**config.mk**
```make
export PLATFORM = sky130hd
export DESIGN_NAME = branch_bit_flag_exec_unit
export DESIGN_NICKNAME = d
export VERILOG_FILES = /design/src/branch_bit_flag_exec_unit.v
export VERILOG_INCLUDE_DIRS = /design/src
export SDC_FILE = /design/constraint.sdc
export NUM_CORES = 2
export LEC_CHECK = 0
export BUFFER_PORTS_ARGS = -buffer_cell sky130_fd_sc_hd__buf_2
export CORE_AREA = 2 2 270 272
export CTS_CLUSTER_SIZE = 8
export DETAILED_ROUTE_END_ITERATION = 12
export DIE_AREA = 0 0 272 274
export PLACE_DENSITY = 0.82
export SYNTH_ARGS = -nofsm -noshare
export SYNTH_HDL_FRONTEND = slang
export SYNTH_SLANG_ARGS = --single-unit
```
**constraint.sdc**
```tcl
create_clock -name aclk -period 10.16 [get_ports aclk]
set_input_delay 1.524 -clock aclk [delete_from_list [all_inputs] [get_ports aclk]]
set_output_delay 1.524 -clock aclk [all_outputs]
set_load 0.05 [all_outputs]
```
**src/exec_regs.vh**
```
`ifndef EXEC_REGS_VH
`define EXEC_REGS_VH

// Register byte offsets on the AXI4-Lite bus
`define OFF_INSTR        12'h000
`define OFF_STATUS       12'h004
`define OFF_FLAGS        12'h008
`define OFF_PC           12'h00c
// Working registers at 0x080..0x0fc, I/O space at 0x100..0x1fc
`define GPR_REGION       5'h01
`define IO_REGION        4'h1

// Status register bit positions
`define FLAG_C           0
`define FLAG_Z           1
`define FLAG_N           2
`define FLAG_V           3
`define FLAG_S           4
`define FLAG_H           5
`define FLAG_T           6
`define FLAG_I           7
`define FLAGS_RESET      8'h00

// Unit status bits
`define STAT_BUSY        0
`define STAT_TAKEN       1
`define STAT_ILLEGAL     2

// Instruction classes in bits 15:12
`define CLS_BRANCH       4'h0
`define CLS_SIGNED       4'h1
`define CLS_IOBIT        4'h2
`define CLS_SHIFT        4'h3
`define CLS_XFER         4'h4
`define CLS_FLAG         4'h5

// Shift operations in bits 11:10
`define SH_LEFT          2'h0
`define SH_RIGHT         2'h1
`define SH_ROT           2'h2
`define SH_ARITH         2'h3

`define RESP_OKAY        2'h0
`define RESP_SLVERR      2'h2

`endif

```
**src/branch_bit_flag_exec_unit.v**
```verilog
// Design decisions made here: the AXI4-Lite slave port and the address map.
`timescale 1ns/100ps
`include "exec_regs.vh"

module branch_bit_flag_exec_unit #(
    parameter PC_WIDTH = 16
) (
    input  wire        aclk,
    input  wire        aresetn,
    input  wire [11:0] s_axi_awaddr,
    input  wire [2:0]  s_axi_awprot,
    input  wire        s_axi_awvalid,
    output wire        s_axi_awready,
    input  wire [31:0] s_axi_wdata,
    input  wire [3:0]  s_axi_wstrb,
    input  wire        s_axi_wvalid,
    output wire        s_axi_wready,
    output reg  [1:0]  s_axi_bresp,
    output reg         s_axi_bvalid,
    input  wire        s_axi_bready,
    input  wire [11:0] s_axi_araddr,
    input  wire [2:0]  s_axi_arprot,
    input  wire        s_axi_arvalid,
    output wire        s_axi_arready,
    output reg  [31:0] s_axi_rdata,
    output reg  [1:0]  s_axi_rresp,
    output reg         s_axi_rvalid,
    input  wire        s_axi_rready,
    output wire        exec_busy
);

    localparam ST_IDLE = 2'd0;
    localparam ST_EXEC = 2'd1;
    localparam ST_HOLD = 2'd2;
    localparam [PC_WIDTH-1:0] PC_ONE   = 1;
    localparam [PC_WIDTH-1:0] PC_RESET = 0;

    reg  [1:0]          state;
    reg  [15:0]         instr;
    reg  [7:0]          status_register;
    reg  [PC_WIDTH-1:0] pc;
    reg                 last_taken;
    reg                 last_illegal;
    reg  [7:0]          gpr [0:31];
    reg  [7:0]          io_space [0:63];

    reg                 aw_held;
    reg                 w_held;
    reg  [11:0]         aw_addr;
    reg  [31:0]         w_data;
    reg  [3:0]          w_strb;

    reg  [1:0]          next_state;
    reg  [PC_WIDTH-1:0] next_pc;
    reg  [7:0]          next_flags;
    reg                 gpr_we;
    reg  [7:0]          gpr_wd;
    reg                 io_we;
    reg  [7:0]          io_wd;
    reg                 taken;
    reg                 illegal;
    reg  [7:0]          shift_res;
    reg                 shift_c;

    integer i;

    wire [7:0]          gpr_rd = gpr[instr[4:0]];
    wire [7:0]          io_rd  = io_space[instr[10:5]];
    wire [2:0]          bit_sel = instr[10:8];
    wire [PC_WIDTH-1:0] k_ext = {{(PC_WIDTH-7){instr[6]}}, instr[6:0]};

    function [7:0] bit_mask;
        input [2:0] b;
        begin
            bit_mask = 8'h01 << b;
        end
    endfunction

    // Shifts leave S, H, T and I alone; V follows N xor C.
    function [7:0] shift_flags;
        input [7:0] s;
        input [7:0] r;
        input       c;
        begin
            shift_flags = s;
            shift_flags[`FLAG_C] = c;
            shift_flags[`FLAG_Z] = (r == 8'h00);
            shift_flags[`FLAG_N] = r[7];
            shift_flags[`FLAG_V] = r[7] ^ c;
        end
    endfunction

    assign exec_busy = (state != ST_IDLE);

    // Execution datapath
    always @* begin
        next_state = state;
        next_pc    = pc;
        next_flags = status_register;
        gpr_we     = 1'b0;
        gpr_wd     = gpr_rd;
        io_we      = 1'b0;
        io_wd      = io_rd;
        taken      = 1'b0;
        illegal    = 1'b0;
        shift_res  = gpr_rd;
        shift_c    = status_register[`FLAG_C];
        if (state == ST_HOLD) begin
            next_state = ST_IDLE;
        end else if (state == ST_EXEC) begin
            next_state = ST_IDLE;
            next_pc    = pc + PC_ONE;
            case (instr[15:12])
                `CLS_BRANCH: begin
                    // Any status bit against the set or clear form
                    taken = (status_register[bit_sel] == instr[11]);
                end
                `CLS_SIGNED: begin
                    taken = ((status_register[`FLAG_N] ^
                              status_register[`FLAG_V]) == instr[11]);
                end
                `CLS_IOBIT: begin
                    io_we = 1'b1;
                    if (instr[11]) begin
                        io_wd = io_rd | bit_mask(instr[2:0]);
                    end else begin
                        io_wd = io_rd & ~bit_mask(instr[2:0]);
                    end
                    next_state = ST_HOLD;
                end
                `CLS_SHIFT: begin
                    gpr_we = 1'b1;
                    case (instr[11:10])
                        `SH_LEFT: begin
                            shift_res = {gpr_rd[6:0], 1'b0};
                            shift_c   = gpr_rd[7];
                        end
                        `SH_RIGHT: begin
                            shift_res = {1'b0, gpr_rd[7:1]};
                            shift_c   = gpr_rd[0];
                        end
                        `SH_ROT: begin
                            shift_res = {status_register[`FLAG_C],
                                         gpr_rd[7:1]};
                            shift_c   = gpr_rd[0];
                        end
                        default: begin
                            shift_res = {gpr_rd[7], gpr_rd[7:1]};
                            shift_c   = gpr_rd[0];
                        end
                    endcase
                    gpr_wd    = shift_res;
                    next_flags = shift_flags(status_register, shift_res,
                                             shift_c);
                end
                `CLS_XFER: begin
                    if (instr[11]) begin
                        gpr_we = 1'b1;
                        gpr_wd = (gpr_rd & ~bit_mask(bit_sel)) |
                                 (status_register[`FLAG_T] ?
                                  bit_mask(bit_sel) : 8'h00);
                    end else begin
                        next_flags[`FLAG_T] = gpr_rd[bit_sel];
                    end
                end
                `CLS_FLAG: begin
                    // Index 7 is the global interrupt enable
                    next_flags[bit_sel] = instr[11];
                end
                default: begin
                    illegal = 1'b1;
                end
            endcase
            if (taken) begin
                next_pc    = pc + k_ext + PC_ONE;
                // The extra cycle stands for the discarded sequential fetch
                next_state = ST_HOLD;
            end
        end
    end

    wire aw_fire = s_axi_awvalid && s_axi_awready;
    wire w_fire  = s_axi_wvalid && s_axi_wready;
    wire wr_go   = aw_held && w_held && !s_axi_bvalid;
    wire ar_fire = s_axi_arvalid && s_axi_arready;

    assign s_axi_awready = !aw_held && !s_axi_bvalid;
    assign s_axi_wready  = !w_held && !s_axi_bvalid;
    assign s_axi_arready = !s_axi_rvalid;

    wire wr_gpr = (aw_addr[11:7] == `GPR_REGION);
    wire wr_io  = (aw_addr[11:8] == `IO_REGION);
    wire wr_known = (aw_addr == `OFF_INSTR) || (aw_addr == `OFF_STATUS) ||
                    (aw_addr == `OFF_FLAGS) || (aw_addr == `OFF_PC) ||
                    wr_gpr || wr_io;
    // A new instruction while one is running is refused, not queued
    wire wr_start = wr_go && (aw_addr == `OFF_INSTR) && !exec_busy &&
                    (w_strb[1:0] == 2'b11);
    // State writes while busy are dropped so they never race execution
    wire wr_state = wr_go && !exec_busy && w_strb[0];

    always @(posedge aclk) begin
        if (!aresetn) begin
            aw_held      <= 1'b0;
            w_held       <= 1'b0;
            aw_addr      <= 12'h000;
            w_data       <= 32'h0000_0000;
            w_strb       <= 4'h0;
            s_axi_bvalid <= 1'b0;
            s_axi_bresp  <= `RESP_OKAY;
        end else begin
            if (aw_fire) begin
                aw_held <= 1'b1;
                aw_addr <= {s_axi_awaddr[11:2], 2'b00};
            end
            if (w_fire) begin
                w_held <= 1'b1;
                w_data <= s_axi_wdata;
                w_strb <= s_axi_wstrb;
            end
            if (wr_go) begin
                aw_held      <= 1'b0;
                w_held       <= 1'b0;
                s_axi_bvalid <= 1'b1;
                if (!wr_known || ((aw_addr == `OFF_INSTR) && !wr_start)) begin
                    s_axi_bresp <= `RESP_SLVERR;
                end else begin
                    s_axi_bresp <= `RESP_OKAY;
                end
            end else if (s_axi_bvalid && s_axi_bready) begin
                s_axi_bvalid <= 1'b0;
            end
        end
    end

    always @(posedge aclk) begin
        if (!aresetn) begin
            state           <= ST_IDLE;
            instr           <= 16'h0000;
            status_register <= `FLAGS_RESET;
            pc              <= PC_RESET;
            last_taken      <= 1'b0;
            last_illegal    <= 1'b0;
            for (i = 0; i < 32; i = i + 1) begin
                gpr[i] <= 8'h00;
            end
            for (i = 0; i < 64; i = i + 1) begin
                io_space[i] <= 8'h00;
            end
        end else begin
            state           <= next_state;
            pc              <= next_pc;
            status_register <= next_flags;
            if (gpr_we) begin
                gpr[instr[4:0]] <= gpr_wd;
            end
            if (io_we) begin
                io_space[instr[10:5]] <= io_wd;
            end
            if (state == ST_EXEC) begin
                last_taken   <= taken;
                last_illegal <= illegal;
            end
            if (wr_start) begin
                instr <= w_data[15:0];
                state <= ST_EXEC;
            end
            if (wr_state) begin
                if (aw_addr == `OFF_FLAGS) begin
                    status_register <= w_data[7:0];
                end
                if (aw_addr == `OFF_PC) begin
                    pc <= w_data[PC_WIDTH-1:0];
                end
                if (wr_gpr) begin
                    gpr[aw_addr[6:2]] <= w_data[7:0];
                end
                if (wr_io) begin
                    io_space[aw_addr[7:2]] <= w_data[7:0];
                end
            end
        end
    end

    wire [11:0] ra = {s_axi_araddr[11:2], 2'b00};

    always @(posedge aclk) begin
        if (!aresetn) begin
            s_axi_rvalid <= 1'b0;
            s_axi_rdata  <= 32'h0000_0000;
            s_axi_rresp  <= `RESP_OKAY;
        end else if (ar_fire) begin
            s_axi_rvalid <= 1'b1;
            s_axi_rresp  <= `RESP_OKAY;
            s_axi_rdata  <= 32'h0000_0000;
            if (ra == `OFF_INSTR) begin
                s_axi_rdata <= {16'h0000, instr};
            end else if (ra == `OFF_STATUS) begin
                s_axi_rdata <= {29'h0000_0000, last_illegal, last_taken,
                                exec_busy};
            end else if (ra == `OFF_FLAGS) begin
                s_axi_rdata <= {24'h00_0000, status_register};
            end else if (ra == `OFF_PC) begin
                s_axi_rdata <= {{(32-PC_WIDTH){1'b0}}, pc};
            end else if (ra[11:7] == `GPR_REGION) begin
                s_axi_rdata <= {24'h00_0000, gpr[ra[6:2]]};
            end else if (ra[11:8] == `IO_REGION) begin
                s_axi_rdata <= {24'h00_0000, io_space[ra[7:2]]};
            end else begin
                s_axi_rresp <= `RESP_SLVERR;
            end
        end else if (s_axi_rvalid && s_axi_rready) begin
            s_axi_rvalid <= 1'b0;
        end
    end

endmodule

```
==> summary.md <==
The highest metal layer with signal wires was met5. Sorting the synthesized cells by area gives the leading types as edfxtp_1 50%, mux4_2 23%, nor2_1 6.7%, dfxtp_1 4.5%, nand2_1 3.0%. Gates resized during post-CTS repair numbered 0. For the sequential standard cell area, the log shows 0.0252 mm2. In the post-route analysis, the smallest setup slack over all paths is 4830 ps. The sequential share of power came out at 0.491. The clock power share was 0.435.

The number of max-slew violations in the final report was 0; the top-level port count was 115. The flow ran to the end, and the final reports show no timing, DRC or antenna violations. Using the TritonRoute via totals, the vias-per-cell ratio works out to 7.64. The tools report the fraction of the yosys area taken by sequential cells as 0.544. The largest family of logic cells by synthesized area was multiplexers. The routed length on met3 is 24.3 mm. The final worst-path cycle share was 0.525. The cell sitting at the root of the clock tree is a clkbuf_16.

The maximum fanout along the worst path came out at 91. The final weighted congestion of routability-driven global placement is 0.986, and the site row count is 99. The setup clock skew after layout was 63.9 ps; the worst-skew pair later-pin latency was 720 ps. The critical path contains buffers and inverters numbering 2 combined. The logs give 0 for the number of setup violations in the final report and 3 for the maximum root-to-sink buffer count. Yosys mapped a number of flops with a built-in enable equal to 768.

The number of global-route vias before repair was 33.7k. The layout has 4,403 filler cells. The total area inside the core boundary comes to 0.0720 mm2. The slew of the pin with the lowest slew margin came out at 1390 ps.

The global-route congestion overflow total was 0; the CTS buffer count was 119. Ranked by instance count, the synthesized netlist is headed by 822 x nor2_1, 768 x edfxtp_1, 470 x mux4_2. The DRC violation count after routing is 0, and the post-synthesis sequential element count is 873. Summed over all nets, the switching power comes to 0.00201 W. The full die area was 0.0745 mm2. Internal power component: 0.00634 W.

After layout, the minimum clock period comes to 5330 ps. The min-delay analysis places its worst path in the category flop to flop. Count of maximum capacitance violations: 0. For the headroom to the max-slew limit, the log shows 0.0664. The setup path with the least slack is of type input pin to flop.

The post-detailed-placement half-perimeter wirelength was 90.6 mm; the setup slack of the most critical reg-to-reg path was 4860 ps. The number of sinks on the clock net is 873. Relative to the synthesized area, the layout overhead comes to 8.66%.

Based on the critical path, the design can be clocked at up to 188 MHz. The part of the total power dissipated in combinational logic was 0.074. Post-synthesis mux area share: 0.244. Setup repair after global routing left no endpoint under its margin. The multi-input combinational cells in the finished layout cover a total of 0.0198 mm2. In this run the power density over the cells is 166 mW/mm2. The H-tree was split into 3 levels. Minimum setup slack after placement: 4570 ps. The switching share of power is 0.240. The utilization after layout came out at 0.698. The basic-gate share of the synthesized area counting and, or, nand and nor cells came out at 0.122. The post-synthesis instance area is 0.0462 mm2. Buffers added to address setup during post-CTS repair amount to 0. Traced cell by cell, the critical path runs through buf_6, buf_4, o21ai_0, nor2_1, nand3_1, o21ai_1, nand2_1, nand2_1. Dividing the detail-routed wire length by the instance count gives 33.3 um. The run gives 3,535 as the final layout net count. For the synthesized netlist cell count, the log shows 3,485. After clock tree synthesis, the clock-pin slew on the worst setup and hold paths is 50 ps. The gate family responsible for the most delay along the worst path is simple AND/OR/NAND/NOR gates.

Among all cell types in the netlist, the one instantiated most often is nor2_1. The number of routed nets with antenna violations was 0. The x dimension of the die was 272 um. The run gives 6,557 as the DRC marker count from the first detailed-route iteration. In the final timing run, aggregate negative setup slack is 0 ps. For the starting density of the core, the log shows 0.642. The worst-case IR drop observed on VDD is 162 uV. The xor and xnor area share after synthesis is 0.00303. In this run, post-CTS hold repair placed 0 buffers. The worst setup path is captured at a flop.

The maximum single-stage delay on the critical path was 910 ps. The most numerous cell on the critical path is nand2_1. Data arrives at the worst endpoint at 5630 ps. The slowest stage of the critical path is the buf_4 cell.

Measured along the y axis, the die boundary spans 274 um. The synthesized design spends more area on one cell type than any other, namely edfxtp_1. After synthesis, the netlist uses 82 different library cells.

Input and output buffers added on the ports amount to 68. The run gives 45.6 mm as the met1 routed wirelength after detailed routing. The area fraction of the dominant cell type after synthesis was 0.499.

Yosys printed 0 warnings. The global routing usage summed across all routing layers came out at 0.398. The critical path startpoint category was an input pin. The logs give 11 for the initial antenna violation count and 67.0 mm for the wire length on met2.

For the number of hold violations in the final report, the log shows 0. For the worst setup path, the data required time is 10,460 ps. The post-synthesis async set-or-reset flop share was 0. The tools report the final routed wirelength across all metal layers as 147 mm. Power comes to 0.00835 W. The first global-routing pass estimated 217 mm of wire.

The top flip-flop cell by instance count after synthesis was edfxtp_1. The share of layout cells above drive strength 1 works out to 0.225. The compound-gate portion of the synthesized area was 0.0495. Entering global routing, the biggest net connects 96 pins. The number of detailed-route iterations in the first pass was 6; the fraction of the mapped netlist area in adder cells was 0.00476.

Leakage power of the design: 16.8 nW. The number of vias in the routed layout was 33.8k. TritonCTS built the clock tree. After synthesis, the mean cell area works out to 13.3 um2.
==> power by group through the flow <==
stage / logic, W / clock network [W] / registers (W)
CTS: 0.000590 / 0.00359 / 0.00410
floorplan: 0.000402 / 0 / 0.00413
global placement: 0.000564 / 0 / 0.00414
finish: 0.000618 / 0.00363 / 0.00410
detailed placement: 0.000581 / 0 / 0.00416
global route: 0.000626 / 0.00373 / 0.00411
==> registers in the layout (all words and copies together), names as in the netlist, 2 cells and up, named ones only <==
| name | cells |
|---|---|
| status_register | 8 |
| io_space | 512 |
| w_strb | 2 |
| w_data | 16 |
| pc | 16 |
| state | 2 |
| gpr | 256 |
| aw_addr | 10 |
| instr | 16 |
| s_axi_rdata | 16 |
==> logic make-up after synthesis <==
kind of cell               after synthesis
adders and majority gates               17
xor gates and xnor gates                16
and+or+nand+nor                       1391
other                                    1
AOI/OAI and AO/OA                      338
muxes                                  537
buffers and inverters                  312
DFF                                    873
==> area by class of cell <==
cell class	instances	share of cell area
repair buffers	111	0.0142
clock inverters	8	0.00404
multi-input cells	2317	0.394
clock buffers	133	0.0603
diodes	3	0.000149
well taps	959	0.0239
flip-flops and latches	873	0.501
inverters	23	0.00172
==> tightest hold or removal path, delay by kind of cell (launching register included) <==
family,cells,cell delay [ps]
simple gates,1,50
flops,1,300
compound gates,1,60
==> stage by stage <==
step                      hold slack [ps]  area [um2]  std cells
after floorplan                       443       46300       3502
after global placement                452       47000       4283
after detailed placement              459       47000       4283
after CTS                             466       50200       4424
after global routing                  502       50200       4424
final                                 463       50200       4427
==> final timing paths <==
path | depth (start not counted) | start | end
setup reg to reg | 8 | flop | io_space[26][1]
hold / removal | 2 | aw_addr[9] | aw_addr[9]
setup / recovery | 8 | aresetn | gpr[3][7]
hold reg to reg | 2 | aw_addr[9] | aw_addr[9]
==> per-layer routing <==
| layer | global-route usage | vias to the layer above |
|---|---|---|
| met5 | 0 | - |
| met2 | 0.611 | 3472 |
| li1 | - | 13073 |
| met1 | 0.497 | 16488 |
| met3 | 0.147 | 757 |
| met4 | 0.219 | 18 |
==> cell usage in the layout (no fill, tap or decap), types with 6 or more instances in the layout <==
master and instances:
nor2_1 818, edfxtp_1 768, mux4_2 470, nand2_1 369, clkbuf_16 119, dfxtp_1 99, a21oi_1 71, buf_2 64
mux2i_1 62, o21ai_0 60, a21boi_0 47, buf_4 42, nand3_1 41, nor3_1 37, nor2_2 34, nor2b_1 24
inv_1 23, a22oi_1 19, conb_1 18, ha_1 16, a31oi_1 15, and3_1 14, a221oi_1 14, clkbuf_1 14
and2_1 13, xnor2_1 13, a211oi_1 10, o211ai_1 10, o22ai_1 8, o21ai_4 7, o221ai_1 7, o211a_1 7
o21a_1 7, a21o_1 6, o21ai_2 6
(Power assumes the default switching activity.)
